[src/rtl/lcd_host_command_pkg.sv]
// Constants, command codes and sequencer states of the LCD host command unit.
package lcd_host_command_pkg;

	localparam logic [3:0] CMD_CURSOR_ROW = 4'h4;
	localparam logic [3:0] CMD_START_LOW = 4'h8;
	localparam logic [3:0] CMD_START_HIGH = 4'h9;
	localparam logic [3:0] CMD_CURSOR_LOW = 4'ha;
	localparam logic [3:0] CMD_CURSOR_HIGH = 4'hb;
	localparam logic [3:0] CMD_RAM_WRITE = 4'hc;
	localparam logic [3:0] CMD_RAM_READ = 4'hd;
	localparam logic [3:0] CMD_BIT_CLEAR = 4'he;
	localparam logic [3:0] CMD_BIT_SET = 4'hf;

	localparam int BUSY_BIT_POS = 7;
	localparam int CMD_FIELD_W = 4;
	localparam int ROW_FIELD_W = 4;
	localparam int BIT_INDEX_W = 3;

	// Cycles from the read strobe to the cycle in which read data is sampled.
	localparam logic [1:0] RAM_READ_LAT = 2'h2;

	localparam logic [3:0] RST_COMMAND = 4'h0;
	localparam logic [3:0] RST_CURSOR_ROW = 4'h0;
	localparam logic [7:0] RST_BYTE = 8'h00;
	localparam logic [15:0] RST_ADDRESS = 16'h0000;

	typedef enum logic [2:0] {
		ST_IDLE,
		ST_WRITE,
		ST_READ_WAIT,
		ST_BIT_WAIT,
		ST_BIT_WRITE
	} exec_st_t;

endpackage : lcd_host_command_pkg

[src/rtl/lcd_host_command_unit.sv]
// Host command decoder, cursor address counter and RAM sequencer of the LCD controller.
`timescale 1ns/1ps
module lcd_host_command_unit import lcd_host_command_pkg::*; (
	input wire logic clk,
	input wire logic rst,
	input wire logic host_e,
	input wire logic register_select,
	input wire logic host_rw,
	input wire logic [7:0] host_data_in,
	output logic [7:0] host_data_out,
	output logic host_data_oe,
	output logic busy,
	output logic [15:0] ram_addr,
	output logic [7:0] ram_wdata,
	output logic ram_we,
	output logic ram_re,
	input wire logic [7:0] ram_rdata,
	input wire logic graphic_mode,
	input wire logic cursor_enable,
	input wire logic [3:0] vertical_pitch,
	input wire logic [3:0] char_row,
	input wire logic cursor_here,
	input wire logic char_dot,
	output logic [3:0] cursor_row,
	output logic [15:0] start_address,
	output logic [15:0] cursor_address,
	output logic pixel_dot
);

	typedef struct packed {
		exec_st_t st;
		logic [1:0] wait_cnt;
		logic e_prev;
		logic [3:0] cmd;
		logic [3:0] row;
		logic [7:0] start_low;
		logic [7:0] start_high;
		logic [15:0] cur;
		logic [7:0] holding;
		logic [2:0] bit_index;
		logic bit_value;
		logic [7:0] dout;
		logic doe;
		logic busy;
		logic [15:0] addr;
		logic [7:0] wdata;
		logic we;
		logic re;
		logic [15:0] start;
		logic pixel;
	} state_t;

	state_t cur_ff;
	state_t nxt_ff;

	logic rise;
	logic data_wr;
	logic data_rd;
	logic cmd_wr;
	logic stat_rd;
	logic read_done;

	assign rise = host_e && !cur_ff.e_prev;
	assign cmd_wr = rise && register_select && !host_rw && !cur_ff.busy;
	assign stat_rd = rise && register_select && host_rw;
	assign data_wr = rise && !register_select && !host_rw && !cur_ff.busy;
	assign data_rd = rise && !register_select && host_rw;
	assign read_done = cur_ff.wait_cnt == RAM_READ_LAT - 2'h1;

	always_comb begin
		nxt_ff = cur_ff;
		nxt_ff.e_prev = host_e;
		nxt_ff.we = 1'b0;
		nxt_ff.re = 1'b0;
		if (!host_e) begin
			nxt_ff.doe = 1'b0;
		end
		// Command register takes the low data nibble; busy is left alone.
		if (cmd_wr) begin
			nxt_ff.cmd = host_data_in[CMD_FIELD_W-1:0];
		end
		// Status read answers whatever the busy state.
		if (stat_rd) begin
			nxt_ff.dout = 8'h00;
			nxt_ff.dout[BUSY_BIT_POS] = cur_ff.busy;
			nxt_ff.doe = 1'b1;
		end
		if (data_rd) begin
			// The holding register goes out first; after a cursor load it is stale.
			nxt_ff.dout = cur_ff.holding;
			nxt_ff.doe = 1'b1;
			if (!cur_ff.busy && cur_ff.cmd == CMD_RAM_READ) begin
				nxt_ff.addr = cur_ff.cur;
				nxt_ff.re = 1'b1;
				nxt_ff.wait_cnt = 2'h0;
				nxt_ff.st = ST_READ_WAIT;
			end
		end
		// Data writes carry out the latched command; busy writes are dropped.
		if (data_wr) begin
			unique case (cur_ff.cmd)
				CMD_CURSOR_ROW: begin
					nxt_ff.row = host_data_in[ROW_FIELD_W-1:0];
				end
				CMD_START_LOW: begin
					nxt_ff.start_low = host_data_in;
				end
				CMD_START_HIGH: begin
					nxt_ff.start_high = host_data_in;
				end
				CMD_CURSOR_LOW: begin
					nxt_ff.cur[7:0] = host_data_in;
					if (cur_ff.cur[7] && !host_data_in[7]) begin
						nxt_ff.cur[15:8] = cur_ff.cur[15:8] + 8'h01;
					end
				end
				CMD_CURSOR_HIGH: begin
					nxt_ff.cur[15:8] = host_data_in;
				end
				CMD_RAM_WRITE: begin
					nxt_ff.addr = cur_ff.cur;
					nxt_ff.wdata = host_data_in;
					nxt_ff.we = 1'b1;
					nxt_ff.st = ST_WRITE;
				end
				CMD_BIT_CLEAR, CMD_BIT_SET: begin
					nxt_ff.bit_index = host_data_in[BIT_INDEX_W-1:0];
					nxt_ff.bit_value = cur_ff.cmd == CMD_BIT_SET;
					nxt_ff.addr = cur_ff.cur;
					nxt_ff.re = 1'b1;
					nxt_ff.wait_cnt = 2'h0;
					nxt_ff.st = ST_BIT_WAIT;
				end
				default: begin
					// Unknown codes leave every register as it was.
				end
			endcase
		end
		unique case (cur_ff.st)
			ST_IDLE: begin
			end
			ST_WRITE: begin
				nxt_ff.cur = cur_ff.cur + 16'h0001;
				nxt_ff.st = ST_IDLE;
			end
			ST_READ_WAIT: begin
				nxt_ff.wait_cnt = cur_ff.wait_cnt + 2'h1;
				if (read_done) begin
					nxt_ff.holding = ram_rdata;
					nxt_ff.cur = cur_ff.cur + 16'h0001;
					nxt_ff.st = ST_IDLE;
				end
			end
			ST_BIT_WAIT: begin
				nxt_ff.wait_cnt = cur_ff.wait_cnt + 2'h1;
				if (read_done) begin
					nxt_ff.wdata = ram_rdata;
					nxt_ff.wdata[cur_ff.bit_index] = cur_ff.bit_value;
					nxt_ff.we = 1'b1;
					nxt_ff.st = ST_BIT_WRITE;
				end
			end
			ST_BIT_WRITE: begin
				nxt_ff.cur = cur_ff.cur + 16'h0001;
				nxt_ff.st = ST_IDLE;
			end
		endcase
		nxt_ff.busy = nxt_ff.st != ST_IDLE;
		// Character mode keeps only the low nibble of the high byte.
		if (graphic_mode) begin
			nxt_ff.start = {cur_ff.start_high, cur_ff.start_low};
		end else begin
			nxt_ff.start = {4'h0, cur_ff.start_high[3:0], cur_ff.start_low};
		end
		// The cursor covers the whole cell width on its row.
		if (cursor_enable && cursor_here && char_row == cur_ff.row
				&& cur_ff.row <= vertical_pitch) begin
			nxt_ff.pixel = 1'b1;
		end else begin
			nxt_ff.pixel = char_dot;
		end
	end

	always_ff @(posedge clk) begin
		if (rst) begin
			cur_ff <= '0;
			cur_ff.st <= ST_IDLE;
			cur_ff.cmd <= RST_COMMAND;
			cur_ff.row <= RST_CURSOR_ROW;
			cur_ff.start_low <= RST_BYTE;
			cur_ff.start_high <= RST_BYTE;
			cur_ff.cur <= RST_ADDRESS;
			cur_ff.holding <= RST_BYTE;
			cur_ff.start <= RST_ADDRESS;
		end else begin
			cur_ff <= nxt_ff;
		end
	end

	assign host_data_out = cur_ff.dout;
	assign host_data_oe = cur_ff.doe;
	assign busy = cur_ff.busy;
	assign ram_addr = cur_ff.addr;
	assign ram_wdata = cur_ff.wdata;
	assign ram_we = cur_ff.we;
	assign ram_re = cur_ff.re;
	assign cursor_row = cur_ff.row;
	assign start_address = cur_ff.start;
	assign cursor_address = cur_ff.cur;
	assign pixel_dot = cur_ff.pixel;
endmodule : lcd_host_command_unit

[config.mk]
export PLATFORM = sky130hd
export DESIGN_NAME = lcd_host_command_unit
export DESIGN_NICKNAME = d
export VERILOG_FILES = /design/src/rtl/lcd_host_command_pkg.sv /design/src/rtl/lcd_host_command_unit.sv
export SDC_FILE = /design/constraint.sdc
export NUM_CORES = 1
export LEC_CHECK = 0
export ABC_AREA = 1
export BUFFER_PORTS_ARGS = -buffer_cell sky130_fd_sc_hd__buf_2
export CAP_MARGIN = 20
export CORE_AREA = 2 2 109 111
export CTS_CLUSTER_SIZE = 25
export DETAILED_ROUTE_END_ITERATION = 10
export DIE_AREA = 0 0 111 113
export PLACE_DENSITY = 0.76
export SETUP_SLACK_MARGIN = 0.4
export SYNTH_ARGS = -nofsm -noshare
export SYNTH_HDL_FRONTEND = slang
export SYNTH_SLANG_ARGS = --single-unit
[constraint.sdc]
create_clock -name clk -period 3.4 [get_ports clk]
set_input_delay 1.02 -clock clk [delete_from_list [all_inputs] [get_ports clk]]
set_output_delay 1.02 -clock clk [all_outputs]
set_load 0.05 [all_outputs]
==> impl_metrics.yaml <==
sta:
  relSlewSlack: 0.553
  finalSetupTns_ps: 0
  rsz0062_at_grt: "no"
  fmax_mhz: 442
  hold_violations: 0
  setup_violations: 0
  tightest_slew_ps: 669
  drv_slew: 0
  fin_crit_ps: 2260
  min_period_over_period: 0.665
  fin_skew_ps: 7.97
synth:
  synth_common_cells: "120 x nand2_1, 111 x dfxtp_1, 92 x inv_1, 81 x a21oi_1, 68 x buf_4"
  synthesis.instances: 763
  avgSynthCellArea_um2: 7.29
  async_reset_ff_frac: 0
  ys_types: 35
  synth-warning-count: 0
  syn-num-nets: 803
  ys_seq_area_frac: 0.400
  yosys.area.top_type: "dfxtp_1"
  synth_area_leaders: "dfxtp_1 40%, buf_4 9.2%, nand2_1 8.1%, a21oi_1 7.3%, inv_1 6.2%"
  netlist.area_leader.share: 0.400
  synthMostInstantiatedCell: "nand2_1"
  synthFlopType: "dfxtp_1"
  ys_seq_elements: 111
  synth-edff-count: 0
  syn_area_um2: 5560
setup_path:
  end_kind: "register"
  crit_arrival_ps: 2500
  crit_top_cell: "nand2_1"
  critical_path_class: "in2reg"
  crit_path_start_kind: "primary input"
  crit_buf_inv: 4
  critical-path-max-stage-delay_ps: 270
  critPathMaxFanout: 32
  cp.required_ps: 3640
  cp_slowest_cell: "nor2_2"
  path_delay_family: "simple AND/OR/NAND/NOR gates"
  worstPathCellList: "buf_2, inv_2, nand3_1, nor2_2, nand3_1, nand2_1, buf_4, inv_1, nand2_1, nand2_1, nand2_1, nand3_1"
cts:
  cts_resized: 0
  insertion_delay_ps: 350
  postCtsSetupRepairBufs: 0
  cts_tree: "done"
  cts_hold_buf: 0
  cts_max_path_buffers: 2
  cts_inserted_buffers: 9
  htree_levels: 3
  path_clk_slew_ps: 70
  clkSinkCount: 111
  root_buffer: "clkbuf_16"
floorplan:
  dieArea_um2: 12500
  fp.dieW_um: 111
  coreArea_um2: 11300
  die_height_um: 113
  ios: 106
  rows: 39
  initial_utilization: 0.493
global_routing:
  grt_pass1_vias: 4428
  grt_max_degree: 50
  grt_antenna_before_repair: 0
  grt_overflow_total: 0
  grt_pass1_wl_mm: 22.0
  track_usage: 0.217
run_status:
  outcome: "completed"
route:
  wl_per_cell_um: 14.6
  drt_iter0_drc: 324
  firstDrtPassIters: 5
  viasPerCell: 5.27
  wl_mm: 13.7
  drc: 0
  postRouteAntennaNets: 0
  route.vias.total: 4934
place:
  portBuffers: 105
  place.gp.congestion: 0.928
  dp.cells: 921
  dpl.hpwl_mm: 10.0
  placedInstanceArea_um2: 5680
power_and_ir_drop:
  power_density_nw_per_um2: 437
  leakagePower_nw: 2.70
  peakVddDrop_v: 0.000281
  power_w: 0.00263
min_path:
  min_path_type: "reg2reg"
final_layout:
  finalNetCount: 829
  drive_above_1_share: 0.185
  fin_area_um2: 6020
  antenna_cells: 0
  fin_cells: 936
  area_delta_synth_final_pct: 8.24
run:
  drv_cap: 0
metal layers:
layer | part of all wire | GRT usage | vias up
met5 | 0 | 0 | -
li1 | - | - | 2496
met4 | 0.020 | 0.0833 | 0
met1 | 0.45 | 0.283 | 2245
met2 | 0.47 | 0.361 | 174
met3 | 0.068 | 0.0407 | 19
final timing paths:
path	start	end	slack [ps]	cells after the start
worst min-delay path	cur_ff[92]	start_address[3]	430	2
worst max-delay path	register_select	busy	1140	12
worst min register to register	cur_ff[92]	start_address[3]	430	2
worst max register to register	cur_ff[106]	cursor_address[11]	1370	9
sequential cells by signal (all words and copies together), names as in the netlist, 4 cells and up:
signal / flops
ram_wdata: 8
ram_addr: 16
cursor_address: 16
start_address: 16
cur_ff: 38
cursor_row: 4
host_data_out: 8
cells in the final DEF (no fill, tap or decap), types with 3 or more instances in the layout:
master,synthesis,layout
ha_1,7,7
nor2_1,50,50
inv_2,6,6
nor3_1,6,6
a21oi_1,81,81
clkinv_1,3,3
nor2_2,3,3
o211ai_1,11,11
o21ai_1,5,5
xnor2_1,4,4
nand3_1,57,57
bufinv_16,0,3
o31ai_1,8,8
dfxtp_1,111,111
nand2_2,3,3
a211oi_1,8,8
nand4_1,17,17
nand2_1,120,120
clkbuf_16,0,9
o21ai_0,62,62
buf_2,10,105
inv_1,92,92
buf_4,68,4
where the power goes:
part	internal, W	switching [W]	leakage [nW]	total (W)
clock network	0.000715	0.000480	0.158	0.00120
logic	0.0000355	0.0000847	1.65	0.000120
registers	0.00131	0.00000642	0.895	0.00131
through the flow:
step / hold WS, ps / worst slack, ps / util
floorplan: 410 / 1300 / -
global placement: 416 / 867 / 0.504
detailed placement: 419 / 797 / 0.504
CTS: 429 / 1170 / 0.534
global route: 451 / 992 / 0.534
finish: 426 / 1140 / 0.534
worst min-delay path: cells and delay by family (launching register included):
family                 cells  cell delay, ps
flip-flops                 1             300
buffers and inverters      1              60
AND/OR/NAND/NOR            1              40
final cells by class:
type,instances,area [um2]
clock inverters,6,110
well taps,143,179
flip-flops and latches,111,2220
multi-input cells,456,2330
fillers,1083,5260
inverters,101,379
repair buffers,110,576
clock buffers,9,225
kinds of logic (layout without fill, tap and decap cells):
group / after synthesis / in the layout / share of synthesized area
simple gates: 268 / 268 / 0.224
buf+inv: 196 / 226 / 0.182
compound gates: 176 / 176 / 0.171
flops: 111 / 111 / 0.400
fa+ha+maj: 7 / 7 / 0.0158
xor+xnor: 5 / 5 / 0.00788
Note: power is estimated with default switching activity, not from simulation.
